===== src/pkg/motion_event_pkg.sv =====
// Constants, types and register map of the motion and tilt event logic
`default_nettype none
package motion_event_pkg;
	// ****************************************
	// Register map
	// ****************************************
	localparam logic [7:0] BANK_ACCESS_ADDR = 8'h21;
	localparam logic [7:0] IRQ_CONFIG_ADDR = 8'h22;
	localparam logic [7:0] PIN2_ROUTE_ADDR = 8'h24;
	localparam logic [7:0] STEP_DEBOUNCE_ADDR = 8'h2b;
	localparam logic [7:0] MOTION_THS_ADDR = 8'h34;
	localparam logic [7:0] STEP_COUNT_L_ADDR = 8'h3b;
	localparam logic [7:0] STEP_COUNT_H_ADDR = 8'h3c;
	localparam logic [7:0] EVENT_STATUS_ADDR = 8'h3d;
	localparam logic [7:0] FUNC_ENABLE_ADDR = 8'h3f;
	// ****************************************
	// Field positions and reset values
	// ****************************************
	localparam int unsigned FE_STEP_BIT = 0;
	localparam int unsigned FE_MOTION_BIT = 1;
	localparam int unsigned FE_TILT_BIT = 4;
	localparam int unsigned ROUTE_STEP_BIT = 2;
	localparam int unsigned ROUTE_MOTION_BIT = 3;
	localparam int unsigned ROUTE_TILT_BIT = 4;
	localparam int unsigned LATCH_SELECT_BIT = 2;
	localparam int unsigned BANK_OPEN_BIT = 4;
	localparam int unsigned EV_STEP = 0;
	localparam int unsigned EV_MOTION = 1;
	localparam int unsigned EV_TILT = 2;
	localparam int unsigned EV_N = 3;
	localparam logic [7:0] MOTION_THS_RST = 8'h06;
	localparam logic [7:0] STEP_DEBOUNCE_RST = 8'h6f;
	// ****************************************
	// Timing
	// ****************************************
	localparam int unsigned CLK_HZ = 25000000;
	localparam int unsigned CLK_PERIOD_NS = 40;
	localparam int unsigned ALGO_HZ = 25;
	localparam int unsigned TICK_CYCLES = CLK_HZ / ALGO_HZ;
	localparam int unsigned PIN_PULSE_NS = 60000;
	localparam int unsigned PIN_PULSE_CYCLES = PIN_PULSE_NS / CLK_PERIOD_NS;
	localparam int unsigned TILT_HOLD_S = 2;
	localparam int unsigned TILT_HOLD_TICKS = TILT_HOLD_S * ALGO_HZ;
	localparam int unsigned DEB_LSB_MS = 80;
	localparam int unsigned DEB_LSB_TICKS = DEB_LSB_MS * ALGO_HZ / 1000;
	// ****************************************
	// Types
	// ****************************************
	typedef struct packed {
		logic [7:0] addr;
		logic [7:0] wdata;
		logic wr;
		logic rd;
	} reg_req_s;
	typedef enum logic [2:0] {
		TILT_OFF = 3'b001,
		TILT_FIRST = 3'b010,
		TILT_ARMED = 3'b100
	} tilt_state_e;
endpackage
`default_nettype wire


===== src/rtl/motion_tilt_event_logic.sv =====
// Step, significant motion and tilt event logic with register file
`default_nettype none
module motion_tilt_event_logic #(
	parameter int unsigned TICK_CYCLES = motion_event_pkg::TICK_CYCLES,
	parameter int unsigned PULSE_CYCLES = motion_event_pkg::PIN_PULSE_CYCLES
) (
	// Clock and reset
	input wire logic ref_clk_in,
	input wire logic rst_in,
	// Register port
	input wire motion_event_pkg::reg_req_s reg_req_in,
	output logic [7:0] rd_data_out,
	// Pedometer and orientation cores
	input wire logic step_in,
	input wire logic tilt_exceed_in,
	output logic tilt_ref_capture_out,
	output logic algo_tick_out,
	// Interrupt pin
	output logic second_irq_pin_out
);
	import motion_event_pkg::*;

	if (TICK_CYCLES < 4 || PULSE_CYCLES < 1 ||
		PULSE_CYCLES >= TICK_CYCLES) begin : g_bad
		$error("Tick or pulse length out of range");
	end

	localparam int TW = $clog2(TICK_CYCLES);
	localparam int PW = $clog2(PULSE_CYCLES + 1);

	function automatic logic [2:0] pick3(input logic [7:0] r,
		input int unsigned b0, input int unsigned b1, input int unsigned b2);
		return {r[b2], r[b1], r[b0]};
	endfunction

	// ****************************************
	// Algorithm rate strobe
	// ****************************************
	logic [TW-1:0] tick_cnt_reg, tick_cnt_next;
	logic tick;
	assign tick = (tick_cnt_reg == TW'(TICK_CYCLES - 1));
	assign algo_tick_out = tick;
	always_comb begin
		tick_cnt_next = tick ? '0 : tick_cnt_reg + TW'(1);
	end
	always_ff @(posedge ref_clk_in or posedge rst_in) begin
		if (rst_in) tick_cnt_reg <= '0;
		else tick_cnt_reg <= tick_cnt_next;
	end

	// ****************************************
	// Register file
	// ****************************************
	logic [7:0] func_en_reg, func_en_next, route_reg, route_next;
	logic [7:0] irq_cfg_reg, irq_cfg_next, bank_reg, bank_next;
	logic [7:0] ths_reg, ths_next, deb_reg, deb_next;
	logic [7:0] rd_data_reg, rd_data_next;
	logic [15:0] step_cnt_reg;
	logic [2:0] status_reg, en_vec, route_vec, hold_mode, blocked;
	logic bank_open, stat_read, latch;
	assign bank_open = bank_reg[BANK_OPEN_BIT];
	assign latch = irq_cfg_reg[LATCH_SELECT_BIT];
	assign stat_read = reg_req_in.rd &&
		reg_req_in.addr == EVENT_STATUS_ADDR;
	assign en_vec = pick3(func_en_reg, FE_STEP_BIT, FE_MOTION_BIT,
		FE_TILT_BIT);
	assign route_vec = pick3(route_reg, ROUTE_STEP_BIT, ROUTE_MOTION_BIT,
		ROUTE_TILT_BIT);
	assign hold_mode = route_vec & {EV_N{latch}};
	// Latched requests hold off new detection until read
	assign blocked = status_reg & hold_mode;
	assign rd_data_out = rd_data_reg;

	always_comb begin
		func_en_next = func_en_reg;
		route_next = route_reg;
		irq_cfg_next = irq_cfg_reg;
		bank_next = bank_reg;
		ths_next = ths_reg;
		deb_next = deb_reg;
		rd_data_next = rd_data_reg;
		if (reg_req_in.wr) begin
			case (reg_req_in.addr)
				FUNC_ENABLE_ADDR: func_en_next = reg_req_in.wdata;
				PIN2_ROUTE_ADDR: route_next = reg_req_in.wdata;
				IRQ_CONFIG_ADDR: irq_cfg_next = reg_req_in.wdata;
				// Only the bank bit is writable
				BANK_ACCESS_ADDR: bank_next = reg_req_in.wdata &
					(8'h01 << BANK_OPEN_BIT);
				MOTION_THS_ADDR: if (bank_open) begin
					ths_next = reg_req_in.wdata;
				end
				STEP_DEBOUNCE_ADDR: if (bank_open) begin
					deb_next = reg_req_in.wdata;
				end
				default: ;
			endcase
		end
		if (reg_req_in.rd) begin
			case (reg_req_in.addr)
				FUNC_ENABLE_ADDR: rd_data_next = func_en_reg;
				PIN2_ROUTE_ADDR: rd_data_next = route_reg;
				IRQ_CONFIG_ADDR: rd_data_next = irq_cfg_reg;
				BANK_ACCESS_ADDR: rd_data_next = bank_reg;
				MOTION_THS_ADDR:
					rd_data_next = bank_open ? ths_reg : 8'h00;
				STEP_DEBOUNCE_ADDR:
					rd_data_next = bank_open ? deb_reg : 8'h00;
				STEP_COUNT_L_ADDR: rd_data_next = step_cnt_reg[7:0];
				STEP_COUNT_H_ADDR: rd_data_next = step_cnt_reg[15:8];
				EVENT_STATUS_ADDR: rd_data_next = {5'h00, status_reg};
				default: rd_data_next = 8'h00;
			endcase
		end
	end
	always_ff @(posedge ref_clk_in or posedge rst_in) begin
		if (rst_in) begin
			func_en_reg <= 8'h00;
			route_reg <= 8'h00;
			irq_cfg_reg <= 8'h00;
			bank_reg <= 8'h00;
			ths_reg <= MOTION_THS_RST;
			deb_reg <= STEP_DEBOUNCE_RST;
			rd_data_reg <= 8'h00;
		end else begin
			func_en_reg <= func_en_next;
			route_reg <= route_next;
			irq_cfg_reg <= irq_cfg_next;
			bank_reg <= bank_next;
			ths_reg <= ths_next;
			deb_reg <= deb_next;
			rd_data_reg <= rd_data_next;
		end
	end

	// ****************************************
	// Pedometer debounce, step count, motion
	// ****************************************
	logic [2:0] deb_cnt_reg, deb_cnt_next, deb_steps;
	logic [5:0] deb_idle_reg, deb_idle_next, deb_limit;
	logic [15:0] step_cnt_next;
	logic [7:0] mot_cnt_reg, mot_cnt_next, eff_ths;
	logic deb_done_reg, deb_done_next, step_rep;
	logic raw_step, raw_motion, raw_tilt;
	assign deb_steps = deb_reg[2:0];
	assign deb_limit = 6'(deb_reg[7:3] * DEB_LSB_TICKS);
	// Debounce count wins while it exceeds the motion threshold
	assign eff_ths = (deb_steps == 3'h0 || ths_reg >= {5'h00, deb_steps}) ?
		ths_reg : {5'h00, deb_steps};

	always_comb begin
		deb_cnt_next = deb_cnt_reg;
		deb_done_next = deb_done_reg;
		deb_idle_next = deb_idle_reg;
		step_cnt_next = step_cnt_reg;
		mot_cnt_next = mot_cnt_reg;
		step_rep = 1'b0;
		raw_motion = 1'b0;
		if (tick && deb_idle_reg != 6'h3f) deb_idle_next = deb_idle_reg + 6'h01;
		// A long pause restarts the debounce
		if (deb_limit != 6'h00 && deb_idle_reg >= deb_limit) begin
			deb_done_next = 1'b0;
			deb_cnt_next = 3'h0;
		end
		if (step_in && en_vec[EV_STEP]) begin
			deb_idle_next = 6'h00;
			if (deb_done_reg || deb_steps == 3'h0) begin
				step_rep = 1'b1;
			end else if (deb_cnt_reg + 3'h1 >= deb_steps) begin
				step_rep = 1'b1;
				deb_done_next = 1'b1;
				deb_cnt_next = 3'h0;
			end else begin
				deb_cnt_next = deb_cnt_reg + 3'h1;
			end
		end
		if (step_rep) step_cnt_next = step_cnt_reg + 16'h0001;
		if (!en_vec[EV_MOTION]) begin
			mot_cnt_next = 8'h00;
		end else if (step_in && !blocked[EV_MOTION]) begin
			if (mot_cnt_reg + 8'h01 >= eff_ths) begin
				raw_motion = 1'b1;
				mot_cnt_next = 8'h00;
			end else begin
				mot_cnt_next = mot_cnt_reg + 8'h01;
			end
		end
	end
	assign raw_step = step_rep && !blocked[EV_STEP];
	always_ff @(posedge ref_clk_in or posedge rst_in) begin
		if (rst_in) begin
			deb_cnt_reg <= 3'h0;
			deb_done_reg <= 1'b0;
			deb_idle_reg <= 6'h00;
			step_cnt_reg <= 16'h0000;
			mot_cnt_reg <= 8'h00;
		end else begin
			deb_cnt_reg <= deb_cnt_next;
			deb_done_reg <= deb_done_next;
			deb_idle_reg <= deb_idle_next;
			step_cnt_reg <= step_cnt_next;
			mot_cnt_reg <= mot_cnt_next;
		end
	end

	// ****************************************
	// Tilt sequencing
	// ****************************************
	tilt_state_e tilt_reg, tilt_next;
	logic [5:0] hold_reg, hold_next;
	logic cap_reg, cap_next;
	assign tilt_ref_capture_out = cap_reg;

	always_comb begin
		tilt_next = tilt_reg;
		hold_next = hold_reg;
		cap_next = 1'b0;
		raw_tilt = 1'b0;
		if (!en_vec[EV_TILT]) begin
			tilt_next = TILT_OFF;
		end else begin
			unique case (tilt_reg)
				TILT_OFF: begin
					tilt_next = TILT_FIRST;
					hold_next = 6'h00;
					cap_next = 1'b1;
				end
				TILT_FIRST: if (tick && !blocked[EV_TILT]) begin
					if (!tilt_exceed_in) begin
						hold_next = 6'h00;
					end else if (hold_reg == 6'(TILT_HOLD_TICKS - 1)) begin
						raw_tilt = 1'b1;
						tilt_next = TILT_ARMED;
						cap_next = 1'b1;
					end else begin
						hold_next = hold_reg + 6'h01;
					end
				end
				TILT_ARMED: if (tick && tilt_exceed_in && !blocked[EV_TILT]) begin
					raw_tilt = 1'b1;
					cap_next = 1'b1;
				end
				default: tilt_next = TILT_OFF;
			endcase
		end
	end
	always_ff @(posedge ref_clk_in or posedge rst_in) begin
		if (rst_in) begin
			tilt_reg <= TILT_OFF;
			hold_reg <= 6'h00;
			cap_reg <= 1'b0;
		end else begin
			tilt_reg <= tilt_next;
			hold_reg <= hold_next;
			cap_reg <= cap_next;
		end
	end

	// ****************************************
	// Event status and interrupt pin
	// ****************************************
	logic [2:0] raw_ev, fire, pend_reg, pend_next, status_next;
	logic [PW-1:0] pulse_reg, pulse_next;
	logic pin_reg, pin_next;
	assign raw_ev = {raw_tilt, raw_motion, raw_step};
	// Events wait for the strobe so unlatched status lasts exactly one period
	assign fire = tick ? (pend_reg | raw_ev) : 3'h0;
	assign second_irq_pin_out = pin_reg;

	always_comb begin
		pend_next = tick ? 3'h0 : (pend_reg | raw_ev);
		status_next = status_reg;
		for (int i = 0; i < EV_N; i++) begin
			if (fire[i]) begin
				status_next[i] = 1'b1;
			end else if (hold_mode[i] ? stat_read : tick) begin
				status_next[i] = 1'b0;
			end
		end
		pulse_next = pulse_reg;
		if (|(fire & route_vec & ~hold_mode)) begin
			pulse_next = PW'(PULSE_CYCLES);
		end else if (pulse_reg != '0) begin
			pulse_next = pulse_reg - PW'(1);
		end
		pin_next = (|(status_next & hold_mode)) || pulse_next != '0;
	end
	always_ff @(posedge ref_clk_in or posedge rst_in) begin
		if (rst_in) begin
			pend_reg <= 3'h0;
			status_reg <= 3'h0;
			pulse_reg <= '0;
			pin_reg <= 1'b0;
		end else begin
			pend_reg <= pend_next;
			status_reg <= status_next;
			pulse_reg <= pulse_next;
			pin_reg <= pin_next;
		end
	end
endmodule
`default_nettype wire

===== config.mk =====
export PLATFORM = sky130hd
export DESIGN_NAME = motion_tilt_event_logic
export DESIGN_NICKNAME = d
export VERILOG_FILES = /design/src/pkg/motion_event_pkg.sv /design/src/rtl/motion_tilt_event_logic.sv
export SDC_FILE = /design/constraint.sdc
export NUM_CORES = 1
export LEC_CHECK = 0
export BUFFER_PORTS_ARGS = -buffer_cell sky130_fd_sc_hd__buf_4
export CORE_ASPECT_RATIO = 0.9
export CORE_UTILIZATION = 59
export CTS_CLUSTER_SIZE = 20
export DETAILED_ROUTE_END_ITERATION = 16
export PLACE_DENSITY = 0.74
export SYNTH_ARGS = -nofsm -noshare
export SYNTH_HDL_FRONTEND = slang
export SYNTH_SLANG_ARGS = --single-unit

===== constraint.sdc =====
create_clock -name ref_clk_in -period 9.1 [get_ports ref_clk_in]
set_input_delay 1.365 -clock ref_clk_in [delete_from_list [all_inputs] [get_ports ref_clk_in]]
set_output_delay 1.365 -clock ref_clk_in [all_outputs]
set_load 0.1 [all_outputs]

## Word level (Yosys, flattened, before mapping)

Cells that the tools add are included.

- Bits in registers: 131
- Input bits: 22
- Output and inout bits: 11
- Logic and storage cells: 145

- Add/subtract/negate cells: 7
- Order comparisons: 4
- Equal/unequal tests: 22
- Multiplexer cells: 54
- Bitwise gates (word level): 7
- Reduce and logical (&&, ||, !) cells: 31

Operators with widths:

| kind | number |
|---|---|
| == test 8 x 6 -> 1 bit, second input constant | 9 |
| one-hot mux 8 bit (9 select lines) | 1 |
| 2-to-1 mux 8 bit | 6 |
| 2-to-1 mux 3 bit | 10 |
| 2-to-1 mux 6 bit | 5 |
| 2-to-1 mux 1 bit | 25 |
| 2-to-1 mux 11 bit | 2 |
| nonzero test 11 bit | 2 |
| adder 20 x 1 -> 20 bit, second input constant | 1 |
| == test 20 bit, second input constant | 1 |
| 2-to-1 mux 20 bit | 1 |
| adder 16 x 1 -> 16 bit, second input constant | 1 |
| AND 3 bit | 5 |
| adder 6 x 1 -> 6 bit, second input constant | 2 |
| inequality test 3 bit, second input constant | 4 |
| one-hot mux 6 bit (2 select lines) | 1 |
| subtractor 11 x 1 -> 11 bit, second input constant | 1 |
| logical AND 1 bit | 9 |
| one-hot mux 3 bit (3 select lines) | 1 |
| adder 8 x 1 -> 8 bit, second input constant | 1 |
| >= comparator 8 x 3 -> 1 bit | 1 |
| >= comparator 8 bit | 1 |
| AND reduction 2 bit | 4 |
| AND reduction 4 bit | 2 |
| other kinds (21) | 29 |

## Depth between registers and ports, before layout

Gate-level depths: netlist (run 1).

- Depth after elaboration: 15
- Depth in mapped cells: 15
- Mapped depth without buffers: 14

## Worst setup path after synthesis (run 1)

No wires, ideal clock.

- Kind: reg2reg
- Start: register deb_reg[1]
- End: register mot_cnt_reg[2]
- Setup time: 0.065 ns
- Arrival time: 3.363 ns
- Path slack: 5.672 ns
- Stages on the path, launching flop included: 14
- Path buffers: 1
- Period minus slack after synthesis: 3.428 ns
- Cells stage by stage: dfstp_2 inv_1 ha_1 a21oi_1 o21ai_0 mux2_2 ha_1 nand2b_1 a2111oi_0 o31ai_1 or3_1 clkbuf_1 o211ai_1 o21a_1

- Cells in the longest elaborated chain, start to end: 7
- Elaborated cells on any way between the ends: 8
- Classes of those cells: order compare: 2; mux: 4; reduce/logical: 2

Ends and longest elaborated chain:

| what | RTL line | RTL |
|---|---|---|
| start, declared | motion_tilt_event_logic.sv:56 | `logic [7:0] ths_reg, ths_next, deb_reg, deb_next;` |
| start signal, assigned | motion_tilt_event_logic.sv:131 | `deb_reg <= deb_next;` |
| >= comparator 8 x 3 -> 1 bit / logical NOT 3 bit (equally long branches) | motion_tilt_event_logic.sv:148 | `assign eff_ths = (deb_steps == 3'h0 \|\| ths_reg >= {5'h00, deb_steps}) ?` |
| logical OR 1 bit | motion_tilt_event_logic.sv:148 |  |
| 2-to-1 mux 8 bit (*) | motion_tilt_event_logic.sv:148 |  |
| >= comparator 8 bit (*) | motion_tilt_event_logic.sv:181 | `if (mot_cnt_reg + 8'h01 >= eff_ths) begin` |
| 2-to-1 mux 8 bit (*) | motion_tilt_event_logic.sv:181 |  |
| 2-to-1 mux 8 bit (*) | motion_tilt_event_logic.sv:180 | `end else if (step_in && !blocked[EV_MOTION]) begin` |
| 2-to-1 mux 8 bit (*) | motion_tilt_event_logic.sv:178 | `if (!en_vec[EV_MOTION]) begin` |
| end signal, assigned | motion_tilt_event_logic.sv:202 | `mot_cnt_reg <= mot_cnt_next;` |
| end, declared | motion_tilt_event_logic.sv:142 | `logic [7:0] mot_cnt_reg, mot_cnt_next, eff_ths;` |

Every way passes the cells marked *; elsewhere a longest branch is shown, timed or not. The select of a mux whose other input is x is not followed.
A chain may end at the register's enable or synchronous reset.

## Final worst setup path (run 1)

- Start: register tick_cnt_reg[8]
- End: output algo_tick_out

- Cells in the longest elaborated chain, start to end: 1

Ends and longest elaborated chain:

| what | RTL line | RTL |
|---|---|---|
| start, declared | motion_tilt_event_logic.sv:39 | `logic [TW-1:0] tick_cnt_reg, tick_cnt_next;` |
| start signal, assigned | motion_tilt_event_logic.sv:48 | `else tick_cnt_reg <= tick_cnt_next;` |
| == test 20 bit | motion_tilt_event_logic.sv:41 | `assign tick = (tick_cnt_reg == TW'(TICK_CYCLES - 1));` |
| end, declared | motion_tilt_event_logic.sv:17 | `output logic algo_tick_out,` |

Every way passes these cells.

==> results of run 1 <==
==> through the flow <==
stage	setup slack (ns)	std cells	hold slack [ns]	power, mW
finish	4.65	920	0.472	1.51
global route	4.50	920	0.510	1.56
CTS	4.65	920	0.475	1.52
detailed placement	5.12	888	0.467	0.775
global placement	5.25	888	0.450	0.769
floorplan	4.25	717	0.433	0.731
==> layout make-up <==
| cell class | count | area, µm² |
|---|---|---|
| Multi-Input combinational cell | 532 | 3610 |
| Clock inverter | 10 | 183 |
| Inverter | 35 | 134 |
| Tap cell | 156 | 195 |
| Fill cell | 869 | 3450 |
| Clock buffer | 22 | 454 |
| Sequential cell | 131 | 3290 |
| Timing Repair Buffer | 34 | 255 |
==> layer usage <==
layer | global-route usage [%] | vias to the layer above
met2 | 45.1 | 213
met4 | 8.88 | 0
met3 | 9.28 | 32
met1 | 42.7 | 2872
met5 | 0 | -
li1 | - | 2687
==> where the power goes <==
group          internal [mW]  switching [mW]
sequential             0.609          0.0323
combinational         0.0473          0.0806
clock                  0.492           0.251
total                   1.15           0.364
==> cells by family (layout without fill, tap and decap cells) <==
family / count (synthesis) / in the layout
xor gates and xnor gates: 40 / 40
AOI/OAI and AO/OA: 147 / 147
muxes: 51 / 51
DFF: 131 / 131
and+or+nand+nor: 267 / 267
adders and majority gates: 27 / 27
buffers and inverters: 54 / 101
==> synthesized netlist by cell type (all sizes together), types with 3 or more instances <==
master | n | area share, %
nor2 | 62 | 3.3
xnor2 | 25 | 3.1
dfstp | 9 | 3.3
nor3 | 16 | 1.1
o31ai | 3 | 0.32
o21a | 5 | 0.53
o2bb2ai | 4 | 0.49
a222oi | 6 | 0.84
a21oi | 28 | 2.0
ha | 27 | 4.7
buf | 8 | 0.72
clkbuf | 11 | 0.58
nand2b | 15 | 1.3
a22o | 7 | 0.86
mux2i | 8 | 1.1
and3 | 18 | 1.6
o211ai | 6 | 0.63
nor2b | 9 | 0.79
a2111oi | 3 | 0.37
and2 | 10 | 0.88
mux2 | 43 | 6.8
a22oi | 8 | 0.84
nand3 | 35 | 2.5
nand4 | 11 | 1.1
nor4 | 7 | 0.91
a21o | 4 | 0.42
dfrtp | 122 | 43
a32oi | 6 | 0.74
inv | 35 | 1.8
o21ai | 38 | 2.7
a31oi | 9 | 0.79
or3 | 7 | 0.61
nand2 | 62 | 3.3
xor2 | 15 | 1.8
==> how the worst max path moves through the flow <==
stage / from / to / depth (start not counted)
floorplan: rst_in / bank_reg[4]$_DFFE_PP0P_ / 1
global placement: tick_cnt_reg[7]$_DFF_PP0_ / algo_tick_out / 5
detailed placement: tick_cnt_reg[8]$_DFF_PP0_ / algo_tick_out / 5
CTS: tick_cnt_reg[7]$_DFF_PP0_ / algo_tick_out / 5
global route: tick_cnt_reg[7]$_DFF_PP0_ / algo_tick_out / 5
finish: tick_cnt_reg[8]$_DFF_PP0_ / algo_tick_out / 5
==> metrics.csv, run 1 <==
stage,metric,value,unit
run_status,status,"complete, no violations",
grt,first-pass GRT wire length,29100,µm
sta,"Period Utilization, post-route",48.9,%
sta,Max Clk Rate,0.225,GHz
sta,crit path time final,4.45,ns
clocking,postcts setup bufs,0,
drt,DRT antenna net count,0,
grt,vias in the first global route,5604,
worst_setup_path,reg-to-reg endpoint,pulse_reg[7]$_DFF_PP0_,
clocking,clock net sink count,131,
min_path,Hold/Removal Path Class,reg -> reg,
power_and_ir_drop,P_leak,3.62,nW
power_and_ir_drop,Worst VDD drop,0.116,mV
layout,"commonest non-fill, non-tap cell in the layout",dfrtp_1,
layout,"Area growth, synth to finish",14.0,%
sta,"Setup violations, final",0,
synthesis,simple-gate area share of the yosys netlist,19.1,%
sta,Pins Over Slew Limit,0,
worst_setup_path,Worst Path Arrival,3.09,ns
drt,metal3 WL,1350,µm
power_and_ir_drop,Pwr Density,186,nW/µm²
synthesis,"Avg Cell Area, Syn",9.93,µm²
worst_setup_path,"slowest stage cell, crit path",inv_1,
drt,Via density,6.31,
synthesis,"Seq/Total Area, Yosys",46.2,%
layout,final core utilization,70.2,%
worst_setup_path,Worst R2R Path Depth,12,
clocking,Num CTS Buffers,17,
grt,largest net degree at the start of global routing,76,
sta,RSZ-0062 raised after global routing,no,
clocking,maximum clock insertion buffer count,2,
synthesis,Post-Synth Adder-Cell Area,4.74,%
drt,Starting DRT DRC Count,620,
grt,Overflow after GRT,0,
worst_setup_path,Worst path top cell family by delay,simple AND/OR/NAND/NOR gates,
clocking,CTS tree,built,
clocking,H-tree levels,4,
drt,wl on met1,8190,µm
synthesis,synthesized instance count,717,
drt,via count,5804,
synthesis,Syn Nets,766,
placement,Final GP Congestion,0.942,
layout,"commonest non-fill, non-tap cells in the layout","dfrtp_1 (122), nor2_1 (62), nand2_1 (62), mux2_2 (43), o21ai_0 (36)",
floorplan,Initial Util,61.5,%
worst_setup_path,critical setup path kind,reg -> out,
drt,DR WL/cell,19.3,µm
synthesis,complex-gate fraction of the synthesized area,13.9,%
layout,Largest register FFs,20,
floorplan,row cnt,37,
sta,setup TNS,0,ns
min_path,worst hold start,tick_cnt_reg[0]$_DFF_PP0_,
layout,Nets,800,
floorplan,Die Span Y,106,µm
layout,n_diodes,0,
synthesis,Synth async-reset ratio,100,%
floorplan,I/O pin count,33,
floorplan,die area,12500,µm²
synthesis,"Warnings, synthesis",0,
synthesis,Syn Std Cell Area,7120,µm²
grt,initial antenna violation count,0,
drt,metal2 WL,7930,µm
synthesis,post-synthesis cell type count,66,
placement,port bufs,32,
synthesis,"EDFF count, synth",0,
clocking,# hold bufs at CTS,0,
worst_setup_path,"slowest stage delay, CP",0.55,ns
drt,TritonRoute pass-1 iters,5,
clocking,clock root cell,clkbuf_16,
worst_setup_path,Worst EP required,7.74,ns
synthesis,dominant synthesized flop cell,dfrtp_1,
drt,Remaining DRCs,0,
worst_setup_path,CP cell instances,"or4b_4, nor4_4, nand2_1, inv_1, buf_4",
min_path,Hold Path End,tick_cnt_reg[0]$_DFF_PP0_,
clocking,CTS resizes,0,
sta,Max-slew headroom,23.5,%
drt,WL final,17800,µm
layout,share of cells above drive strength 1,15.8,%
placement,HPWL Detailed,12400,µm
sta,Worst-Margin Slew,1.14,ns
clocking,"Clk pin slew, worst setup/hold paths",0.06,ns
sta,Clock Skews,0.00650,ns
floorplan,chip width,118,µm
grt,Total GRT Usage,30.3,%
worst_setup_path,crit path max fanout,15,
job,Max-cap violations,0,
drt,top sig layer,met4,
sta,"Hold Vio Cnt, Final",0,
worst_setup_path,r2r setup slk,5.13,ns
worst_setup_path,Worst setup SP type,flip-flop,
layout,Final Cell Area,8120,µm²
worst_setup_path,critical path endpoint category,output port,
clocking,worst skew pair latency,0.42,ns
floorplan,core area,11600,µm²
synthesis,main combinational cell family by area after synthesis,simple AND/OR/NAND/NOR gates,
min_path,worst hold stages,1,
synthesis,multiplexer share of the synthesized area,7.92,%
synthesis,XOR/XNOR Fraction of Synth Area,4.92,%
worst_setup_path,RR Startpoint,deb_reg[1]$_DFFE_PP1P_,
synthesis,post-synthesis register bit count,131,
placement,Post-DP Area,7480,µm²
worst_setup_path,Critical path buffers and inverters,2,
No activity file was read; power rests on OpenSTA's default activity.
==> inputs of run 2 (changes only) <==
==> constraint.sdc (replaced) <==
create_clock -name ref_clk_in -period 4.5 [get_ports ref_clk_in]
set_input_delay 0.675 -clock ref_clk_in [delete_from_list [all_inputs] [get_ports ref_clk_in]]
set_output_delay 0.675 -clock ref_clk_in [all_outputs]
set_load 0.1 [all_outputs]
==> run 2 against run 1 <==
Compared with the run above:
- non-clock buffer count rose by 4
- combinational power up 100%
- total power increased by 87%
- critical path depth increased by 7
- routed wire length is 0.80% lower
- clock-buffer cell count is 4 higher
- hold slack got worse by 0.044 ns
==> metrics.csv, run 2 (synthesis results as in run 1) <==
stage,metric,value,unit,change
run_status,status,"complete, no violations",,
layout,"commonest non-fill, non-tap cell in the layout",dfrtp_1,,
power_and_ir_drop,Pwr Density,352,nW/µm²,+89%
sta,Max-slew headroom,38.6,%,+15 points
clocking,"Clk pin slew, worst setup/hold paths",0.06,ns,about the same
worst_setup_path,"slowest stage cell, crit path",a2111oi_0,,
worst_setup_path,crit path max fanout,12,,-3
drt,metal3 WL,1350,µm,+0.45%
placement,Final GP Congestion,0.929,,-1.4%
layout,Nets,804,,+0.50%
floorplan,core area,11600,µm²,unchanged
floorplan,Initial Util,61.5,%,unchanged
layout,"Area growth, synth to finish",13.0,%,
layout,Finished Layout Cells,924,,+0.43%
drt,top sig layer,met4,,
drt,DR WL/cell,19.1,µm,-1.2%
worst_setup_path,critical path endpoint category,flip-flop,,
power_and_ir_drop,Worst VDD drop,0.243,mV,+110%
clocking,# hold bufs at CTS,0,,unchanged
layout,"commonest non-fill, non-tap cells in the layout","dfrtp_1 (122), nor2_1 (62), nand2_1 (62), mux2_2 (43), buf_4 (38)",,
drt,Via density,6.25,,-1.0%
worst_setup_path,Worst EP required,4.75,ns,-2.99 ns
worst_setup_path,Critical path buffers and inverters,1,,-1
worst_setup_path,r2r setup slk,0.48,ns,-4.65 ns
floorplan,chip width,118,µm,unchanged
sta,crit path time final,4.02,ns,
drt,WL final,17600,µm,-0.80%
placement,port bufs,32,,unchanged
worst_setup_path,Worst Path Arrival,4.26,ns,+1.17 ns
drt,Remaining DRCs,0,,unchanged
worst_setup_path,reg-to-reg endpoint,pulse_reg[7]$_DFF_PP0_,,
drt,Starting DRT DRC Count,538,,-13%
worst_setup_path,critical setup path kind,reg -> reg,,
grt,Total GRT Usage,29.9,%,-0.39 points
floorplan,row cnt,37,,unchanged
job,Max-cap violations,0,,unchanged
layout,Largest register FFs,20,,unchanged
layout,share of cells above drive strength 1,15.9,%,+0.048 points
sta,Worst-Margin Slew,0.913,ns,-0.224 ns
min_path,Hold/Removal Path Class,in -> async,,
worst_setup_path,Worst R2R Path Depth,12,,unchanged
clocking,H-tree levels,4,,unchanged
worst_setup_path,Worst path top cell family by delay,compound AO/OA/AOI/OAI gates,,
grt,first-pass GRT wire length,28900,µm,-0.66%
worst_setup_path,"slowest stage delay, CP",0.60,ns,+0.05 ns
clocking,CTS resizes,0,,unchanged
worst_setup_path,RR Startpoint,deb_reg[1]$_DFFE_PP1P_,,
worst_setup_path,Worst setup SP type,flip-flop,,
drt,via count,5771,,-0.57%
clocking,Num CTS Buffers,17,,unchanged
floorplan,I/O pin count,33,,unchanged
placement,HPWL Detailed,12500,µm,+0.51%
sta,Max Clk Rate,0.249,GHz,
clocking,CTS tree,built,,
power_and_ir_drop,P_leak,3.61,nW,-0.47%
grt,initial antenna violation count,0,,unchanged
sta,"Hold Vio Cnt, Final",0,,unchanged
worst_setup_path,CP cell instances,"inv_1, ha_1, a21oi_1, o21ai_0, mux2_2, ha_1, nand2b_1, a2111oi_0, o211ai_1, nand3_1, a311o_1, o311ai_0",,
sta,setup TNS,0,ns,unchanged
drt,wl on met1,8050,µm,-1.6%
clocking,maximum clock insertion buffer count,2,,unchanged
drt,DRT antenna net count,0,,unchanged
floorplan,die area,12500,µm²,unchanged
sta,Pins Over Slew Limit,0,,unchanged
grt,Overflow after GRT,0,,unchanged
clocking,worst skew pair latency,0.43,ns,about the same
placement,DP Cell Count,892,,+0.45%
drt,metal2 WL,7940,µm,+0.13%
layout,n_diodes,0,,unchanged
sta,"Setup violations, final",0,,unchanged
grt,largest net degree at the start of global routing,71,,-6.6%
sta,Clock Skews,0.0107,ns,+0.00421 ns
grt,vias in the first global route,5630,,+0.46%
clocking,postcts setup bufs,0,,unchanged
clocking,clock root cell,clkbuf_16,,
clocking,clock net sink count,131,,unchanged
floorplan,Die Span Y,106,µm,unchanged
sta,"Period Utilization, post-route",89.2,%,
drt,TritonRoute pass-1 iters,6,,+1
worst_setup_path,"most used cell, CP",ha_1,,
sta,RSZ-0062 raised after global routing,no,,
-- run 2: through the flow --
| stage | worst slack (ns) | instance area, µm² | utilization, % | hold WS (ns) | total power, mW |
|---|---|---|---|---|---|
| after floorplan | 0.342 | 7120 | - | 0.433 | 1.48 |
| after global placement | 0.720 | 7510 | 64.9 | 0.453 | 1.55 |
| after detailed placement | 0.525 | 7510 | 64.9 | 0.470 | 1.57 |
| after CTS | 0.515 | 8050 | 69.5 | 0.473 | 2.84 |
| after global routing | 0.164 | 8050 | 69.5 | 0.492 | 2.93 |
| final | 0.485 | 8050 | 69.5 | 0.428 | 2.83 |
-- run 2: how the worst max path moves through the flow --
stage	from	to	slack [ns]	depth (start not counted)
CTS	deb_reg[1]$_DFFE_PP1P_	pulse_reg[7]$_DFF_PP0_	0.52	12
global placement	deb_reg[1]$_DFFE_PP1P_	pulse_reg[7]$_DFF_PP0_	0.72	12
detailed placement	deb_reg[1]$_DFFE_PP1P_	pulse_reg[7]$_DFF_PP0_	0.53	12
global route	deb_reg[1]$_DFFE_PP1P_	pulse_reg[7]$_DFF_PP0_	0.16	12
finish	deb_reg[1]$_DFFE_PP1P_	pulse_reg[7]$_DFF_PP0_	0.48	12
floorplan	rst_in	bank_reg[4]$_DFFE_PP0P_	0.34	1
-- run 2: layer usage --
layer / vias up / global-route usage [%]
met3: 27 / 7.78
li1: 2689 / -
met2: 201 / 45.3
met1: 2854 / 41.9
met5: - / 0
met4: 0 / 9.80
-- run 2: area by class of cell --
cell class                 instances  area [µm²]
fill                             895        3520
inverter                          35         134
clock inverter                     6        57.6
clock buffer                      26         479
sequential                       131        3290
tap                              156         195
timing repair buffer              38         285
multi-input combinational        532        3610
-- run 2: power breakdown --
group / internal (mW) / switching [mW]
registers: 1.23 / 0.0642
logic: 0.0967 / 0.163
clock network: 0.784 / 0.493
total: 2.11 / 0.721
==> inputs of run 3 (changes only) <==
--- a/config.mk
+++ b/config.mk
@@ -5,12 +5,12 @@
 export SDC_FILE = /design/constraint.sdc
 export NUM_CORES = 1
 export LEC_CHECK = 0
-export BUFFER_PORTS_ARGS = -buffer_cell sky130_fd_sc_hd__buf_4
+export BUFFER_PORTS_ARGS = -buffer_cell sky130_fd_sc_hd__buf_2
 export CORE_ASPECT_RATIO = 0.9
-export CORE_UTILIZATION = 59
+export CORE_UTILIZATION = 40
 export CTS_CLUSTER_SIZE = 20
 export DETAILED_ROUTE_END_ITERATION = 16
-export PLACE_DENSITY = 0.74
+export PLACE_DENSITY = 0.53
 export SYNTH_ARGS = -nofsm -noshare
 export SYNTH_HDL_FRONTEND = slang
 export SYNTH_SLANG_ARGS = --single-unit
==> run 3 against run 2 <==
Compared with the run above:
- via count fell by 1.3%
- critical path type unchanged
- highest routed layer unchanged
- die area up 47%
- sequential share of layout area is 0.61 points lower
- largest cell class unchanged
- non-clock buffer count rose by 1
- maximum frequency up 1.5%
- critical endpoint unchanged
- sequential power barely moved
- design area is 1.5% higher
- sequential cell count unchanged
- critical path depth did not move
==> metrics.csv, run 3 (synthesis results as in run 1) <==
stage,metric,value,unit,change
run_status,status,"complete, no violations",,
sta,"Setup violations, final",0,,unchanged
worst_setup_path,CP Capture Point,pulse_reg[7]$_DFF_PP0_,,
worst_setup_path,crit path max fanout,12,,unchanged
clocking,worst skew pair latency,0.42,ns,about the same
power_and_ir_drop,logic gate share of total power,8.4,%,-0.8 points
clocking,clock root cell,clkbuf_16,,
worst_setup_path,critical setup path kind,reg -> reg,,
grt,largest net degree at the start of global routing,86,,+21%
placement,Final GP Congestion,0.841,,-9.4%
worst_setup_path,reg-to-reg endpoint,pulse_reg[7]$_DFF_PP0_,,
layout,"commonest non-fill, non-tap cell in the layout",dfrtp_1,,
power_and_ir_drop,cell internal pwr,2.24,mW,+5.9%
worst_setup_path,critical path endpoint category,flip-flop,,
job,Max-cap violations,0,,unchanged
sta,"Period Utilization, post-route",87.9,%,-1.3 points
worst_setup_path,Worst EP required,4.75,ns,about the same
sta,"Hold Vio Cnt, Final",0,,unchanged
sta,Worst-Margin Slew,1.07,ns,+0.159 ns
sta,Clock Skews,0.0131,ns,+0.00234 ns
layout,Largest register FFs,20,,unchanged
power_and_ir_drop,Worst VDD drop,0.238,mV,-2.1%
drt,Starting DRT DRC Count,343,,-36%
worst_setup_path,Worst setup SP type,flip-flop,,
layout,"commonest non-fill, non-tap cells in the layout","dfrtp_1 (122), nor2_1 (62), nand2_1 (62), mux2_2 (43), o21ai_0 (36)",,
power_and_ir_drop,Sw Pwr,755,µW,+4.7%
drt,DRT antenna net count,0,,unchanged
min_path,worst hold start,tick_cnt_reg[0]$_DFF_PP0_,,
power_and_ir_drop,Seq pwr share,43.2,%,-2.5 points
sta,setup ws final,0.543,ns,+0.0585 ns
sta,crit path time final,3.96,ns,-0.0585 ns
min_path,Hold/Removal Path Class,reg -> reg,,
sta,Max Clk Rate,0.253,GHz,+1.5%
floorplan,I/O pin count,33,,unchanged
layout,share of cells above drive strength 1,16.8,%,+0.89 points
worst_setup_path,Worst path top cell family by delay,compound AO/OA/AOI/OAI gates,,
drt,TritonRoute pass-1 iters,5,,-1
drt,via count,5698,,-1.3%
placement,Post-DP Area,7550,µm²,+0.52%
clocking,# hold bufs at CTS,0,,unchanged
placement,Setup WS pre-CTS,0.520,ns,-0.00588 ns
placement,HPWL Detailed,13200,µm,+6.0%
clocking,H-tree levels,4,,unchanged
power_and_ir_drop,Sw Ratio,25.2,%,-0.23 points
floorplan,row cnt,45,,+22%
worst_setup_path,"slowest stage delay, CP",0.56,ns,-0.04 ns
floorplan,Initial Util,41.6,%,-20 points
power_and_ir_drop,Pwr Density,366,nW/µm²,+4.0%
power_and_ir_drop,P_leak,3.63,nW,+0.64%
floorplan,Die Span Y,129,µm,+21%
clocking,"Clk pin slew, worst setup/hold paths",0.06,ns,about the same
clocking,maximum clock insertion buffer count,2,,unchanged
layout,Finished Layout Cells,1004,,+8.7%
clocking,CTS resizes,0,,unchanged
worst_setup_path,Worst Path Arrival,4.21,ns,-0.05 ns
worst_setup_path,Worst path depth,12,,unchanged
layout,"Area growth, synth to finish",14.7,%,
placement,port bufs,32,,unchanged
power_and_ir_drop,clock share of power,48.4,%,+3.3 points
grt,initial antenna violation count,0,,unchanged
sta,setup TNS,0,ns,unchanged
drt,DR WL/cell,18.2,µm,-4.5%
drt,WL final,18300,µm,+3.8%
worst_setup_path,RR Startpoint,deb_reg[1]$_DFFE_PP1P_,,
grt,first-pass GRT wire length,30400,µm,+5.1%
layout,n_diodes,0,,unchanged
worst_setup_path,"most used cell, CP",ha_1,,
sta,hold_ws,0.460,ns,+0.0319 ns
worst_setup_path,CP cell instances,"inv_1, ha_1, a21oi_1, o21ai_0, mux2_2, ha_1, nand2b_1, a2111oi_0, o211ai_1, nand3_1, a311o_1, o311ai_0",,
placement,DP Cell Count,972,,+9.0%
clocking,clock net sink count,131,,unchanged
grt,Total GRT Usage,21.8,%,-8.1 points
drt,Via density,5.68,,-9.1%
worst_setup_path,Worst R2R Path Depth,12,,unchanged
worst_setup_path,Crit. Startpoint,deb_reg[1]$_DFFE_PP1P_,,
grt,vias in the first global route,5549,,-1.4%
floorplan,die area,18300,µm²,+47%
drt,Remaining DRCs,0,,unchanged
layout,Nets,805,,+0.12%
sta,Pins Over Slew Limit,0,,unchanged
sta,Max-slew headroom,28.6,%,-10 points
worst_setup_path,"slowest stage cell, crit path",a2111oi_0,,
clocking,postcts setup bufs,0,,unchanged
clocking,CTS tree,built,,
grt,Overflow after GRT,0,,unchanged
layout,Final Cell Area,8170,µm²,+1.5%
floorplan,chip width,143,µm,+21%
clocking,Num CTS Buffers,17,,unchanged
worst_setup_path,Critical path buffers and inverters,1,,unchanged
layout,final core utilization,47.7,%,-22 points
sta,RSZ-0062 raised after global routing,no,,
power_and_ir_drop,Tot Pwr,2.99,mW,+5.6%
floorplan,core area,17100,µm²,+48%
worst_setup_path,r2r setup slk,0.54,ns,+0.06 ns
==> run 3: power groups by stage <==
stage               Sequential (mW)  Combinational (mW)  Clock [mW]
floorplan                      1.33               0.149           0
global placement               1.31               0.243           0
detailed placement             1.31               0.251           0
CTS                            1.29               0.254        1.48
global route                   1.30               0.284        1.54
finish                         1.29               0.251        1.45
==> run 3: how the worst min path moves through the flow <==
stage / slack [ns] / depth (start not counted) / end
after CTS: 0.46 / 1 / tick_cnt_reg[0]$_DFF_PP0_
after floorplan: 0.43 / 1 / tick_cnt_reg[0]$_DFF_PP0_
after global placement: 0.45 / 1 / tick_cnt_reg[0]$_DFF_PP0_
after detailed placement: 0.46 / 1 / tick_cnt_reg[0]$_DFF_PP0_
after global routing: 0.48 / 1 / tick_cnt_reg[0]$_DFF_PP0_
final: 0.46 / 1 / tick_cnt_reg[0]$_DFF_PP0_
==> run 3: layer usage <==
metal | share of wire (%) | vias up | wire [µm] | track usage [%]
li1 | - | 2692 | - | -
met1 | 51 | 2855 | 9310 | 32.8
met2 | 42 | 134 | 7770 | 30.9
met3 | 5.2 | 17 | 950 | 4.76
met4 | 1.4 | 0 | 248 | 7.15
met5 | 0 | - | 0 | 0
==> run 3: layout make-up <==
cell class / instances / area (µm²)
Fill cell: 1638 / 8940
Multi-Input combinational cell: 532 / 3610
Sequential cell: 131 / 3290
Clock buffer: 21 / 470
Tap cell: 235 / 294
Timing Repair Buffer: 39 / 225
Clock inverter: 11 / 150
Inverter: 35 / 134
==> run 3: worst register-to-register path, delay by kind of cell, from the launching register on <==
kind	cells	cell delay [ns]
adder cells (fa/ha/maj)	2	0.55
flip-flops	1	0.55
buffers and inverters	1	0.09
AND/OR/NAND/NOR	2	0.27
AO/OA/AOI/OAI	6	1.93
multiplexers	1	0.40
